--- src/cfd_pkg.sv ---
package cfd_pkg;

    // ------------------------------------------------------------
    // channel settings
    // ------------------------------------------------------------
    localparam logic [1:0] CFD_SET_STANDBY   = 2'h0;
    localparam logic [1:0] CFD_SET_INPUT     = 2'h1;
    localparam logic [1:0] CFD_SET_CONDUCT   = 2'h2;
    localparam logic [1:0] CFD_SET_FORCE_OFF = 2'h3;
    localparam logic [1:0] CFD_SET_RESET     = 2'h3;

    // ------------------------------------------------------------
    // timing
    // ------------------------------------------------------------
    localparam int CFD_CLK_MHZ            = 100;
    localparam int CFD_OL_DELAY_MIN_US    = 30;
    localparam int CFD_OL_DELAY_MAX_US    = 200;
    localparam int CFD_OVL_DELAY_MIN_US   = 3;
    localparam int CFD_OVL_DELAY_MAX_US   = 50;
    // aim at the lower bound; the counts equal both window minimums, so delays land just inside
    localparam int CFD_OL_DELAY_CYC       = CFD_OL_DELAY_MIN_US * CFD_CLK_MHZ;
    localparam int CFD_OVL_DELAY_CYC      = CFD_OVL_DELAY_MIN_US * CFD_CLK_MHZ;
    localparam int CFD_CNT_W              = 16;

    // ------------------------------------------------------------
    // register map
    // ------------------------------------------------------------
    localparam logic [11:0] CFD_ADDR_SETTING = 12'h000;
    localparam logic [11:0] CFD_ADDR_FLAGS   = 12'h004;
    localparam logic [11:0] CFD_ADDR_STATUS  = 12'h008;
    localparam logic [11:0] CFD_ADDR_MASK    = 12'h00C;
    localparam logic [11:0] CFD_ADDR_OUTPUT  = 12'h010;
    localparam logic [15:0] CFD_SETTING_RST  = 16'hFFFF;
    localparam logic [15:0] CFD_MASK_RST     = 16'h0000;

endpackage

--- src/cfd_channel_fault_diagnosis.sv ---
`timescale 1ns/1ps
// Behaviour
// - an over-temperature report forces the channel off and, outside standby, sets its protective fault flag.
// - a channel shut off by a fault stays off until its protective fault flag is cleared.
// - each channel keeps a sticky protective fault flag for over-temperature and over-load.
// - each channel keeps a sticky open-load flag for open load or short to ground.
// - writing the standby setting clears both flags of a channel and nothing else does.
// - while a channel is on, no open-load detection runs and its open-load flag holds.
// - off with diagnosis, the open-load flag sets after the comparator holds for the delay.
// - off-state diagnosis is on when forced off or pin-off in input mode, off in standby.
// - over-load on an active channel switches it off after the shutdown delay and sets fault.
// - setting codes: 00 standby, 01 follow input pin, 10 forced on, 11 forced off.
// - after reset every setting bit is one, so all channels start forced off.
module cfd_channel_fault_diagnosis
    import cfd_pkg::*;
#(
    parameter int NCH           = 8,
    parameter int OL_DELAY_CYC  = CFD_OL_DELAY_CYC,
    parameter int OVL_DELAY_CYC = CFD_OVL_DELAY_CYC
)(
    // clock and reset
    input  wire logic              pclk,
    input  wire logic              presetn,
    // apb slave
    input  wire logic              psel,
    input  wire logic              penable,
    input  wire logic              pwrite,
    input  wire logic [11:0]       paddr,
    input  wire logic [31:0]       pwdata,
    input  wire logic [3:0]        pstrb,
    output logic      [31:0]       prdata,
    output logic                   pready,
    output logic                   pslverr,
    // channel pins and comparators
    input  wire logic [NCH-1:0]    chan_in_pin,
    input  wire logic [NCH-1:0]    over_temp,
    input  wire logic [NCH-1:0]    over_load,
    input  wire logic [NCH-1:0]    open_load_cmp,
    // channel drive and interrupt
    output logic      [NCH-1:0]    chan_on,
    output logic                   diag_enable_out,
    output logic                   irq
);

    // ------------------------------------------------------------
    // bus decode
    // ------------------------------------------------------------
    wire        acc_phase  = psel & penable;
    // only the first access cycle acts; the answer cycle must not write twice
    wire        first_acc  = acc_phase & ~pready;
    wire        wr_acc     = first_acc & pwrite;
    wire        sel_set    = (paddr == CFD_ADDR_SETTING);
    wire        sel_flags  = (paddr == CFD_ADDR_FLAGS);
    wire        sel_stat   = (paddr == CFD_ADDR_STATUS);
    wire        sel_mask   = (paddr == CFD_ADDR_MASK);
    wire        sel_out    = (paddr == CFD_ADDR_OUTPUT);
    wire        addr_ok    = sel_set | sel_flags | sel_stat | sel_mask | sel_out;
    wire        wr_set     = wr_acc & sel_set;
    wire        wr_stat    = wr_acc & sel_stat;
    wire        wr_mask    = wr_acc & sel_mask;

    logic [15:0]      setting_reg;
    logic [15:0]      setting_next;
    logic [NCH-1:0]   fault_reg;
    logic [NCH-1:0]   ol_reg;
    logic [1:0]       irq_stat_reg;
    logic [1:0]       irq_mask_reg;
    logic [NCH-1:0]   on_reg;
    logic [NCH-1:0]   diag_en;
    logic [NCH-1:0]   want_on;
    logic [NCH-1:0]   fault_set;
    logic [NCH-1:0]   ol_set;
    logic [NCH-1:0]   in_s;
    logic [NCH-1:0]   ot_s;
    logic [NCH-1:0]   ov_s;
    logic [NCH-1:0]   olc_s;

    // byte-lane write of the setting word
    assign setting_next = {pstrb[1] ? pwdata[15:8] : setting_reg[15:8],
                           pstrb[0] ? pwdata[7:0]  : setting_reg[7:0]};

    // ------------------------------------------------------------
    // per channel
    // ------------------------------------------------------------
    genvar g;
    generate
        for (g = 0; g < NCH; g++)
        begin : g_ch
            logic [2:0]           in_sy;
            logic [2:0]           ot_sy;
            logic [2:0]           ov_sy;
            logic [2:0]           olc_sy;
            logic [1:0]           code;
            logic [1:0]           new_code;
            logic                 stb_wr;
            logic [CFD_CNT_W-1:0] ovl_cnt;
            logic [CFD_CNT_W-1:0] ol_cnt;
            logic                 ovl_hit;
            logic                 ol_hit;
            logic                 clr;

            // three-stage sync; only stages two and three are looked at
            // pins and comparators come from outside the pclk domain
            always_ff @(posedge pclk or negedge presetn)
            begin
                if (!presetn)
                begin
                    in_sy  <= 3'h0;
                    ot_sy  <= 3'h0;
                    ov_sy  <= 3'h0;
                    olc_sy <= 3'h0;
                end
                else
                begin
                    in_sy  <= {in_sy[1:0], chan_in_pin[g]};
                    ot_sy  <= {ot_sy[1:0], over_temp[g]};
                    ov_sy  <= {ov_sy[1:0], over_load[g]};
                    olc_sy <= {olc_sy[1:0], open_load_cmp[g]};
                end
            end

            // filtered levels: change only once stages two and three agree
            always_ff @(posedge pclk or negedge presetn)
            begin
                if (!presetn)
                begin
                    in_s[g]  <= 1'b0;
                    ot_s[g]  <= 1'b0;
                    ov_s[g]  <= 1'b0;
                    olc_s[g] <= 1'b0;
                end
                else
                begin
                    if (in_sy[1] == in_sy[2])
                        in_s[g]  <= in_sy[2];
                    if (ot_sy[1] == ot_sy[2])
                        ot_s[g]  <= ot_sy[2];
                    if (ov_sy[1] == ov_sy[2])
                        ov_s[g]  <= ov_sy[2];
                    if (olc_sy[1] == olc_sy[2])
                        olc_s[g] <= olc_sy[2];
                end
            end

            assign code     = setting_reg[2*g+1:2*g];
            assign new_code = setting_next[2*g+1:2*g];
            // a standby write clears; a standing standby setting keeps them clear
            assign stb_wr   = wr_set & (new_code == CFD_SET_STANDBY);
            assign clr      = stb_wr | (code == CFD_SET_STANDBY);

            // input mode: diagnosis only while the pin keeps the channel off
            assign diag_en[g] = (code == CFD_SET_FORCE_OFF) |
                                ((code == CFD_SET_INPUT) & ~in_s[g]);
            assign want_on[g] = (code == CFD_SET_CONDUCT) |
                                ((code == CFD_SET_INPUT) & in_s[g]);

            // over-load timer runs only while the channel conducts
            always_ff @(posedge pclk or negedge presetn)
            begin
                if (!presetn)
                    ovl_cnt <= '0;
                else if (!(ov_s[g] & on_reg[g]))
                    ovl_cnt <= '0;
                else if (!ovl_hit)
                    ovl_cnt <= ovl_cnt + 1'b1;
            end
            // held at the limit, so a standing overload never wraps and re-arms
            assign ovl_hit = (ovl_cnt >= CFD_CNT_W'(OVL_DELAY_CYC));

            // open-load timer only while off with diagnosis enabled
            always_ff @(posedge pclk or negedge presetn)
            begin
                if (!presetn)
                    ol_cnt <= '0;
                else if (!(olc_s[g] & diag_en[g] & ~on_reg[g]))
                    ol_cnt <= '0;
                else if (!ol_hit)
                    ol_cnt <= ol_cnt + 1'b1;
            end
            // held at the limit, like the over-load timer
            assign ol_hit = (ol_cnt >= CFD_CNT_W'(OL_DELAY_CYC));

            assign fault_set[g] = ot_s[g] | ovl_hit;
            assign ol_set[g]    = ol_hit & diag_en[g] & ~on_reg[g];

            // sticky flags; a standby setting wins since it also forces the channel off
            always_ff @(posedge pclk or negedge presetn)
            begin
                if (!presetn)
                begin
                    fault_reg[g] <= 1'b0;
                    ol_reg[g]    <= 1'b0;
                end
                else
                begin
                    fault_reg[g] <= ~clr & (fault_reg[g] | fault_set[g]);
                    ol_reg[g]    <= ~clr & (ol_reg[g] | ol_set[g]);
                end
            end

            // a set fault flag blocks turn-on until cleared
            always_ff @(posedge pclk or negedge presetn)
            begin
                if (!presetn)
                    on_reg[g] <= 1'b0;
                else
                    on_reg[g] <= want_on[g] & ~fault_reg[g] & ~fault_set[g];
            end
        end
    endgenerate

    // ------------------------------------------------------------
    // registers and interrupt
    // ------------------------------------------------------------
    // status bit 0: any fault flag rose, bit 1: any open-load flag rose
    logic [NCH-1:0] fault_d;
    logic [NCH-1:0] ol_d;
    wire  [1:0]     ev        = {|(ol_reg & ~ol_d), |(fault_reg & ~fault_d)};
    wire  [1:0]     stat_clr  = wr_stat ? pwdata[1:0] : 2'h0;
    // set wins: an event in the clearing cycle is not lost
    wire  [1:0]     stat_next = ev | (irq_stat_reg & ~stat_clr);
    wire            mask_wr   = wr_mask & pstrb[0];
    // irq follows a mask write at once, with no stale cycle after it
    wire  [1:0]     mask_next = mask_wr ? pwdata[1:0] : irq_mask_reg;

    // setting word
    always_ff @(posedge pclk or negedge presetn)
    begin
        if (!presetn)
            setting_reg <= CFD_SETTING_RST;
        else if (wr_set)
            setting_reg <= setting_next;
    end

    always_ff @(posedge pclk or negedge presetn)
    begin
        if (!presetn)
            irq_mask_reg <= CFD_MASK_RST[1:0];
        else
            irq_mask_reg <= mask_next;
    end

    always_ff @(posedge pclk or negedge presetn)
    begin
        if (!presetn)
            irq_stat_reg <= 2'h0;
        else
            irq_stat_reg <= stat_next;
    end

    // last flag values, reset to the flags' own reset level so no false edge follows
    always_ff @(posedge pclk or negedge presetn)
    begin
        if (!presetn)
        begin
            fault_d <= '0;
            ol_d    <= '0;
        end
        else
        begin
            fault_d <= fault_reg;
            ol_d    <= ol_reg;
        end
    end

    always_ff @(posedge pclk or negedge presetn)
    begin
        if (!presetn)
            irq <= 1'b0;
        else
            irq <= |(stat_next & mask_next);
    end

    // ------------------------------------------------------------
    // read path
    // ------------------------------------------------------------
    // flags word: bit 2n fault, bit 2n+1 open load
    logic [31:0] flags_word;
    always_comb
    begin
        flags_word = 32'h0;
        for (int i = 0; i < NCH; i++)
        begin
            flags_word[2*i]   = fault_reg[i];
            flags_word[2*i+1] = ol_reg[i];
        end
    end

    wire [31:0] rd_mux = sel_set   ? {16'h0, setting_reg} :
                         sel_flags ? flags_word :
                         sel_stat  ? {30'h0, irq_stat_reg} :
                         sel_mask  ? {30'h0, irq_mask_reg} :
                         sel_out   ? {{(32-NCH){1'b0}}, on_reg} : 32'h0;

    // ------------------------------------------------------------
    // bus answer
    // ------------------------------------------------------------
    // one wait state: pready rises in the second access cycle
    always_ff @(posedge pclk or negedge presetn)
    begin
        if (!presetn)
            pready <= 1'b0;
        else
            pready <= first_acc;
    end

    always_ff @(posedge pclk or negedge presetn)
    begin
        if (!presetn)
            pslverr <= 1'b0;
        else
            pslverr <= first_acc & ~addr_ok;
    end

    // read data is zero outside the answer cycle, so a late sample shows up
    always_ff @(posedge pclk or negedge presetn)
    begin
        if (!presetn)
            prdata <= 32'h0;
        else
            prdata <= (first_acc & ~pwrite) ? rd_mux : 32'h0;
    end

    // ------------------------------------------------------------
    // outputs
    // ------------------------------------------------------------
    always_ff @(posedge pclk or negedge presetn)
    begin
        if (!presetn)
            chan_on <= '0;
        else
            chan_on <= on_reg;
    end

    // one summary bit: the diagnosis current source is shared
    always_ff @(posedge pclk or negedge presetn)
    begin
        if (!presetn)
            diag_enable_out <= 1'b0;
        else
            diag_enable_out <= |diag_en;
    end

endmodule

--- config.mk ---
export PLATFORM = sky130hd
export DESIGN_NAME = cfd_channel_fault_diagnosis
export DESIGN_NICKNAME = d
export VERILOG_FILES = /design/src/cfd_pkg.sv /design/src/cfd_channel_fault_diagnosis.sv
export SDC_FILE = /design/constraint.sdc
export NUM_CORES = 1
export LEC_CHECK = 0
export ABC_AREA = 1
export BUFFER_PORTS_ARGS = -buffer_cell sky130_fd_sc_hd__buf_2
export CAP_MARGIN = 25
export CORE_ASPECT_RATIO = 1.1
export CORE_MARGIN = 1.5
export CORE_UTILIZATION = 57
export CTS_BUF_LIST = sky130_fd_sc_hd__clkbuf_8
export CTS_CLUSTER_DIAMETER = 150
export DETAILED_ROUTE_END_ITERATION = 7
export GPL_ROUTABILITY_DRIVEN = 0
export PLACE_DENSITY_LB_ADDON = 0.3
export SETUP_SLACK_MARGIN = 0.4
export SYNTH_ARGS = -nofsm -noshare
export SYNTH_HDL_FRONTEND = slang
export SYNTH_SLANG_ARGS = --single-unit
--- constraint.sdc ---
create_clock -name pclk -period 1.4 [get_ports pclk]
set_input_delay 0.07 -clock pclk [delete_from_list [all_inputs] [get_ports pclk]]
set_output_delay 0.07 -clock pclk [all_outputs]
set_load 0.05 [all_outputs]
# Yosys cells after proc, flatten, opt, wreduce, memory -nomap -nowiden
# Cells that the tools add are included.
# classes
addsub	16
mul	0
div	0
n_lt_le_gt_ge	16
eq_ne	76
shift	0
mux	42
bitwise	208
reduce_logical	21
# ops
cell	count
$mux W16	35
$add A16 B1 Y16 const B	16
$ge A16 B12 Y1 const B	8
$ge A16 B9 Y1 const B	8
$and A1 B1 Y1	105
$or A1 B1 Y1	52
$not A1 Y1	43
$mux W8	5
$eq A1 B1 Y1	32
$eq A2 B2 Y1 const B	16
$logic_not A2 Y1	16
$ne A2 B2 Y1 const B	16
$eq A12 B4 Y1 const B	2
$reduce_or A8 Y1	3
$and A8 B8 Y8	2
$eq A2 B1 Y1 const B	8
$not A8 Y8	2
$eq A12 B3 Y1 const B	1
$eq A12 B5 Y1 const B	1
$logic_not A12 Y1	1
$and A2 B2 Y2	2
$mux W2	2
$not A2 Y2	1
$or A2 B2 Y2	1
$reduce_or A2 Y1	1
# totals
reg_bits	472
latch_bits	0
ram_bits	0
rom_bits	0
input_bits	85
word_cells	494
mem_count	0

# Logic depth before layout (Yosys ltp)
# Gate-level depths: netlist of the first run.
# logic_depth
word_depth	10
ltp_mapped	11
mapped_depth_nobuf	10

# Least setup slack after synthesis of the first run
# No wires, ideal clock.
# synth_path
path_type	reg-to-reg
from	register pready
to	register ol_reg[5] (netlist: flags_word[11])
setup_time_ns	0.120
arrival_ns	1.420
required_time_ns	1.280
setup_slack_ns	-0.140
stages_incl_launch_ff	10
n_path_buf	1
cell_sequence	dfrtp_1 -> inv_1 -> nand3_2 -> nor2_4 -> inv_2 -> nor2_4 -> buf_6 -> nand2_1 -> o21ai_2 -> nor2_1
# synth_via
elab_chain_len	8
# synth_rtl
element	line	text
from (decl)	cfd_channel_fault_diagnosis.sv:32	output logic pready,
from (signal assigned)	cfd_channel_fault_diagnosis.sv:304	pready <= first_acc;
$not A1 Y1	cfd_channel_fault_diagnosis.sv:50	wire first_acc = acc_phase & ~pready;
$and A1 B1 Y1	cfd_channel_fault_diagnosis.sv:50	
$and A1 B1 Y1	cfd_channel_fault_diagnosis.sv:51	wire wr_acc = first_acc & pwrite;
$and A1 B1 Y1	cfd_channel_fault_diagnosis.sv:58	wire wr_set = wr_acc & sel_set;
$and A1 B1 Y1	cfd_channel_fault_diagnosis.sv:148	assign stb_wr = wr_set & (new_code == CFD_SET_STANDBY);
$or A1 B1 Y1	cfd_channel_fault_diagnosis.sv:149	assign clr = stb_wr | (code == CFD_SET_STANDBY);
$not A1 Y1	cfd_channel_fault_diagnosis.sv:197	ol_reg[g] <= ~clr & (ol_reg[g] | ol_set[g]);
$and A1 B1 Y1	cfd_channel_fault_diagnosis.sv:197	
to (signal, indexed assignment)	cfd_channel_fault_diagnosis.sv:197	
to (decl)	cfd_channel_fault_diagnosis.sv:65	logic [NCH-1:0] ol_reg;
# No other way between the ends.
# A chain may end at the register's enable or synchronous reset.

# Worst setup path in the final report of the first run
# layout_path
from	register g_ch[1].ol_cnt[10]
to	register g_ch[1].ol_cnt[11]
# layout_via
elab_chain_len	3
# layout_rtl
element	line	text
from (decl)	cfd_channel_fault_diagnosis.sv:97	logic [CFD_CNT_W-1:0] ol_cnt;
from (signal assigned)	cfd_channel_fault_diagnosis.sv:178	ol_cnt <= ol_cnt + 1'b1;
$add A16 B1 Y16	cfd_channel_fault_diagnosis.sv:178	
$mux W16	cfd_channel_fault_diagnosis.sv:177	else if (!ol_hit)
$mux W16	cfd_channel_fault_diagnosis.sv:175	else if (!(olc_s[g] & diag_en[g] & ~on_reg[g]))
# Several ways; a longest one is shown, not always the timed one. The select of a mux whose other input is x is not followed.

==> results of run 1 <==
[stage by stage]
| stage | setup slack (ns) | instance area (um^2) |
|---|---|---|
| floorplan | -0.0576 | 21400 |
| global placement | -0.0682 | 24100 |
| detailed placement | -0.122 | 24100 |
| CTS | -0.0330 | 28400 |
| global route | -0.562 | 31200 |
| finish | -0.600 | 31200 |
[kinds of logic after synthesis]
family	synth area share, %
AND/OR/NAND/NOR	23.7
flip-flops	56.3
buffers and inverters	7.78
AO/OA/AOI/OAI	6.77
adder cells (fa/ha/maj)	3.43
XOR/XNOR	2.08
other	0.0178
[layer usage]
metal	global-route usage, %	wire [um]
met5	0	34
met4	16.8	8340
met2	54.2	39500
met1	37.8	27000
met3	5.83	8960
[synth_stat cells (26+ instances only)]
| master | number | area [um^2] |
|---|---|---|
| ha_1 | 32 | 400 |
| o21ai_0 | 125 | 626 |
| xor2_1 | 42 | 368 |
| nand2_1 | 393 | 1480 |
| nand4_1 | 79 | 494 |
| nand3_1 | 187 | 936 |
| nand2_2 | 26 | 163 |
| maj3_1 | 32 | 320 |
| nor3_1 | 66 | 330 |
| inv_1 | 309 | 1160 |
| o21ai_1 | 38 | 190 |
| nor2_1 | 272 | 1020 |
| dfrtp_1 | 456 | 11400 |
| a21oi_1 | 30 | 150 |
[power groups by stage]
stage	Clock [mW]	Combinational [mW]	Sequential [mW]
3_5_place_dp	0	1.49	14.5
5_1_grt	13.8	2.43	14.3
3_3_place_gp	0	1.43	14.5
6_report	13.3	2.30	14.3
2_1_floorplan	0	0.744	14.4
4_1_cts	12.9	1.84	14.2
[cells in the final DEF, fill, tap and decap left out, types with 61 or more instances in the layout]
master	n
nor2_1	168
nand4_1	79
o21ai_1	64
nand2_2	90
nand2_1	271
buf_2	66
buf_4	298
o21ai_2	85
buf_6	110
nand3_2	61
clkbuf_8	97
dfrtp_1	442
inv_2	67
inv_1	266
nand3_1	112
nor2_4	76
[worst max-delay path by stage]
stage	slack, ns	end	start
final	-0.60	g_ch[1].ol_cnt[11]	g_ch[1].ol_cnt[10]
after detailed placement	-0.12	g_ch[2].ol_cnt[9]	setting_reg[5]
after global placement	-0.07	g_ch[2].ol_cnt[9]	setting_reg[5]
after floorplan	-0.06	fault_reg[2]	pready
after global routing	-0.56	g_ch[1].ol_cnt[11]	g_ch[1].ol_cnt[10]
after CTS	-0.03	g_ch[1].ol_cnt[4]	setting_reg[3]
[critical path, stage by stage, from the launching register on]
cell,delay (ns)
dfrtp_1,0.43
buf_4,0.17
inv_1,0.07
nor3_1,0.64
nand3_1,0.25
nand2_1,0.14
nand4_1,0.08
o21ai_1,0.11
[final cells by class]
class / instances / area (um^2)
fillers: 1430 / 5070
diodes: 5 / 12.5
repair buffers: 566 / 5030
multi-input cells: 1476 / 10600
flip-flops and latches: 472 / 11800
well taps: 487 / 609
clock buffers: 97 / 1340
repair inverters: 7 / 62.6
inverters: 335 / 1400
clock inverters: 40 / 314
[what timing repair did]
| item | in CTS | in global routing |
|---|---|---|
| setup endpoints to repair | 326 | 348 |
| resized for setup | 360 | 566 |
| buffers inserted | 99 | 75 |
| pin swaps | 127 | 146 |
| endpoints found under the hold margin | 540 | 0 |
| hold buffers | 60 | 0 |
| cloned | 16 | 5 |
==> metrics, run 1 <==
status finished, violations left; number of global-route vias before repair 19605; Die ar. 38100 um^2; Slew @ Worst Pin 0.771 ns; Die H 204 um; Iteration-0 DRC Markers 2544; FF+latch count, synth 472; Worst Skew 0.0519 ns; drt total wl 83800 um; WL per Instance 24.1 um; placed insts 3088; Finished Core Util 86.0%; Setup CP Type flop to flop; Post-synth ARST share 100%; CP Capture Type flop; Setup TNS -25.81 ns; latest clock arrival within the worst-skew pair 0.69 ns; CTS tree yes; Avg Cell Area, Syn 9.10 um^2; PwrDens 960 nW/um^2; Psw 7.90 mW; Final Power 30.0 mW; Synth Flop Type dfrtp_1; Leakage 14.6 nW; Starting Density 58.0%; max_slew headroom 48.6%; fmax 500 MHz; GRT Overall Usage 31.6%; Reg2Reg Setup Slack -0.60 ns; Syn-to-layout area delta 48.4%; reg2reg start g_ch[1].ol_cnt[10]; Syn Std Cell Area 21000 um^2; Seq pwr share 47.8%; vias post-DR 21944; Tcrit/Tclk final 143%; IO Port Bufs 94; width of the die 186 um; Detail Route Antenna Nets 0; largest registers g_ch.ol_cnt (128), g_ch.ovl_cnt (128); htree depth 3; number of iterations in the first detailed-routing pass 8; IO Pins 129; initial antenna violation count 9; register area share after synthesis 56.3%; worst r2r dst g_ch[1].ol_cnt[11]; Hold WS 0.0139 ns; non-filler instance count after layout 3485; endpoints failing hold 0; max-slew violations 0; Post-synth EDFFs 0; WP data arrival 2.56 ns; clk slew on worst S/H paths 0.10 ns; max_cap viols 0; share of layout cells above drive strength 1 44.3%; core area 36300 um^2; DPL Wire Length 34300 um; Int Power 22.1 mW; cts bufs inserted 75; # rows 73; DR DRC count 5; fin crit period 2.00 ns; Clk pwr share 44.5%; Worst Setup Slack, final -0.600 ns; grt total ovfl 0; Gate power share 7.7%; failing checks design-rule violations, negative setup slack; vias per cell 6.30; Distinct cells, synth 47; Max VDD drop 1060 uV; crit-path max FO 3; critical path required time 1.96 ns; R2R depth 7; Syn Inst Count 2310; Sink Count 472; final setup vio count 225; clock root buffer master clkbuf_8; Switching Fraction 26.4%; CTS max path bufs 3; CP startpoint kind flop; first-pass GRT wire length 95100 um; Hold WC Path Type primary input to asynchronous set/reset pin; nets@finish 3050; RSZ-0062 raised after global routing true; Yosys warning count 0; largest net degree at the start of global routing 91
(Power assumes the default switching activity.)
==> run 2: changes to the inputs <==
- ABC_AREA: 1 -> unset
==> metrics, run 2 <==
status finished, violations left; failing checks negative hold slack, negative setup slack; Worst Skew 0.0358 ns (-0.0162 ns); share of layout cells above drive strength 1 41.8% (-2.6 points); IO Port Bufs 94 (unchanged); max_cap viols 0 (unchanged); highest-count cells in the layout ignoring fill and taps 445 x dfrtp_1, 285 x buf_4, 191 x nor2_1; width of the die 177 um (-4.6%); CTS max path bufs 3 (unchanged); count leader, synth dfrtp_1; fin crit period 2.10 ns (+0.101 ns); fmax 476 MHz (-4.8%); largest net degree at the start of global routing 69 (-24%); Sink Count 472 (unchanged); Slew @ Worst Pin 1.01 ns (+0.235 ns); Reg2Reg Setup Slack -0.70 ns (-0.10 ns); filler cell count 1325 (-7.3%); largest registers g_ch.ol_cnt (128), g_ch.ovl_cnt (128); Distinct cells, synth 59 (+26%); grt total ovfl 0 (unchanged); core area 33100 um^2 (-8.7%); Setup CP Type flop to flop; PwrDens 970 nW/um^2 (+0.99%); Syn-to-layout area delta 49.5%; Worst Setup Slack, final -0.701 ns (-0.101 ns); Synth Flop Type dfrtp_1; WP data arrival 2.62 ns (+0.06 ns); reg2reg start fault_reg[2]; nets@finish 2350 (-23%); number of iterations in the first detailed-routing pass 6 (-2); CP Capture Type flop; max-slew violations 0 (unchanged); CP startpoint kind flop; dpl ws -0.445 ns (-0.323 ns); design area 28500 um^2 (-8.5%); number of global-route vias before repair 17159 (-12%); Hold Buf Count CTS 58 (-3.3%); Avg Cell Area, Syn 11.6 um^2 (+27%); latest clock arrival within the worst-skew pair 0.64 ns (-0.05 ns); GRT Overall Usage 33.8% (+2.2 points); critical path required time 1.92 ns (-0.04 ns); drt total wl 72300 um (-14%); max_slew headroom 33.0% (-16 points); htree depth 3 (unchanged); Starting Density 57.7% (-0.33 points); RSZ-0062 raised after global routing true; vias post-DR 17133 (-22%); clk slew on worst S/H paths 0.07 ns (-0.03 ns); share of Yosys cell area claimed by the top area cell type 59.8% (+5.5 points); Hold WC Path Type primary input to asynchronous set/reset pin; vias per cell 6.28 (-0.22%); endpoints failing hold 28 (+28); CTS tree yes; Iteration-0 DRC Markers 1773 (-30%); DR DRC count 0 (-5); crit-path max FO 2 (-1); Syn Std Cell Area 19100 um^2 (-9.2%); commonest non-fill, non-tap cell in the layout dfrtp_1; Tcrit/Tclk final 150% (+7.2 points); Post-synth EDFFs 0 (unchanged); FF+latch count, synth 472 (unchanged); clock root buffer master clkbuf_8; IO Pins 129 (unchanged); Syn Inst Count 1651 (-29%); area of the multi-input gates 9450 um^2 (-11%); # rows 70 (-4.1%); DPL Wire Length 30800 um (-10%); Critical Path Source fault_reg[2]; WL per Instance 26.5 um (+10%); Max VDD drop 975 uV (-7.7%); Commonest cells post-synth 456 x dfrtp_1, 232 x nor2_1, 125 x xnor2_1, 97 x and3_1, 95 x nand2_1; Area contributors post-synth dfrtp_1 60%, xnor2_1 5.7%, nor2_1 4.6%; Leakage 13.2 nW (-9.4%); final setup vio count 233 (+3.6%); register area share after synthesis 62.0% (+5.7 points); Synth area leader dfrtp_1; Post-DP Area 23400 um^2 (-2.8%); Yosys warning count 0 (unchanged); Die ar. 34600 um^2 (-9.1%); FF/Latch Area 11800 um^2 (about the same); first-pass GRT wire length 91300 um (-4.0%); Detail Route Antenna Nets 0 (unchanged); Hold WS -0.0794 ns (-0.0933 ns); Die H 195 um (-4.7%); initial antenna violation count 2 (-7); cts bufs inserted 74 (-1.3%); Post-synth ARST share 100% (unchanged)
[run 2: cell types whose count changed after synthesis, moves of 26 or more]
cell,before,now
a211oi_1,0,27
and3_1,1,97
clkbuf_1,5,32
inv_1,309,82
nand2_1,393,95
nand2_2,26,0
nand3_1,187,46
nand4_1,79,19
nor2_1,272,232
o21ai_0,125,15
o21ai_1,38,0
xnor2_1,8,125
xor2_1,42,4
[run 2: final timing paths]
kind | end | depth (start not counted)
min in group pclk | irq_stat_reg[1] | 4
worst min-delay path | g_ch[2].ol_cnt[8] | 2
worst max-delay path | irq | 5
worst max register to register | irq | 5
max in group asynchronous | setting_reg[2] | 4
worst min register to register | g_ch[6].olc_sy[1] | 0
[run 2: area by class of cell]
cell class | instances | share of cell area [%]
sequential | 472 | 41.5
multi-input combinational | 1054 | 33.1
timing repair buffer | 549 | 17.1
clock buffer | 94 | 4.53
tap | 432 | 1.89
inverter | 82 | 1.08
clock inverter | 42 | 0.754
antenna | 2 | 0.0175
[run 2: repair_timing]
action | CTS | global route
endpoints found under the hold margin | 546 | 30
gates cloned | 3 | 0
pin swaps | 181 | 134
buffers inserted | 55 | 52
endpoints found under the setup margin | 299 | 316
gates resized for setup | 292 | 141
[run 2: cells by family (layout without fill, tap and decap cells)]
group | count (synthesis) | in the layout | share of synthesized area [%]
and+or+nand+nor | 617 | 617 | 15.8
DFF | 472 | 472 | 62.0
AOI/OAI and AO/OA | 186 | 187 | 7.06
buffers and inverters | 141 | 767 | 3.17
xor gates and xnor gates | 129 | 129 | 5.92
adders and majority gates | 64 | 64 | 3.78
muxes | 41 | 41 | 2.27
other | 1 | 18 | 0.0196
[run 2: layer usage]
layer / wire length [um] / vias to the layer above / share of wire, % / track usage [%]
met4: 5960 / 4 / 8.2 / 16.6
li1: - / 6863 / - / -
met2: 35500 / 1203 / 49 / 58.3
met3: 6080 / 462 / 8.4 / 6.73
met1: 24600 / 8601 / 34 / 40.3
met5: 111 / - / 0.15 / 0
[run 2: power by group]
group          leakage (nW)  switching, mW  internal [mW]
clock network         0.884           6.08           6.26
registers              6.22          0.258           13.9
logic                  6.10          0.706          0.487
total                  13.2           7.05           20.6
[run 2: through the flow]
step,cells,power (mW),util (%),setup TNS [ns]
floorplan,1666,14.6,-,-22.47
global placement,2421,15.1,70.7,-39.28
detailed placement,2421,15.2,70.7,-48.90
CTS,2673,27.0,82.9,-41.88
global route,2726,28.3,86.2,-85.83
finish,2727,27.7,86.2,-75.27
[run 2: worst max-delay path: stages (launching register included)]
cell and delay [ns]:
dfrtp_1 0.42, inv_1 0.11, o22ai_1 0.13, a221oi_1 0.81
nand3_2 0.25, a22o_1 0.30
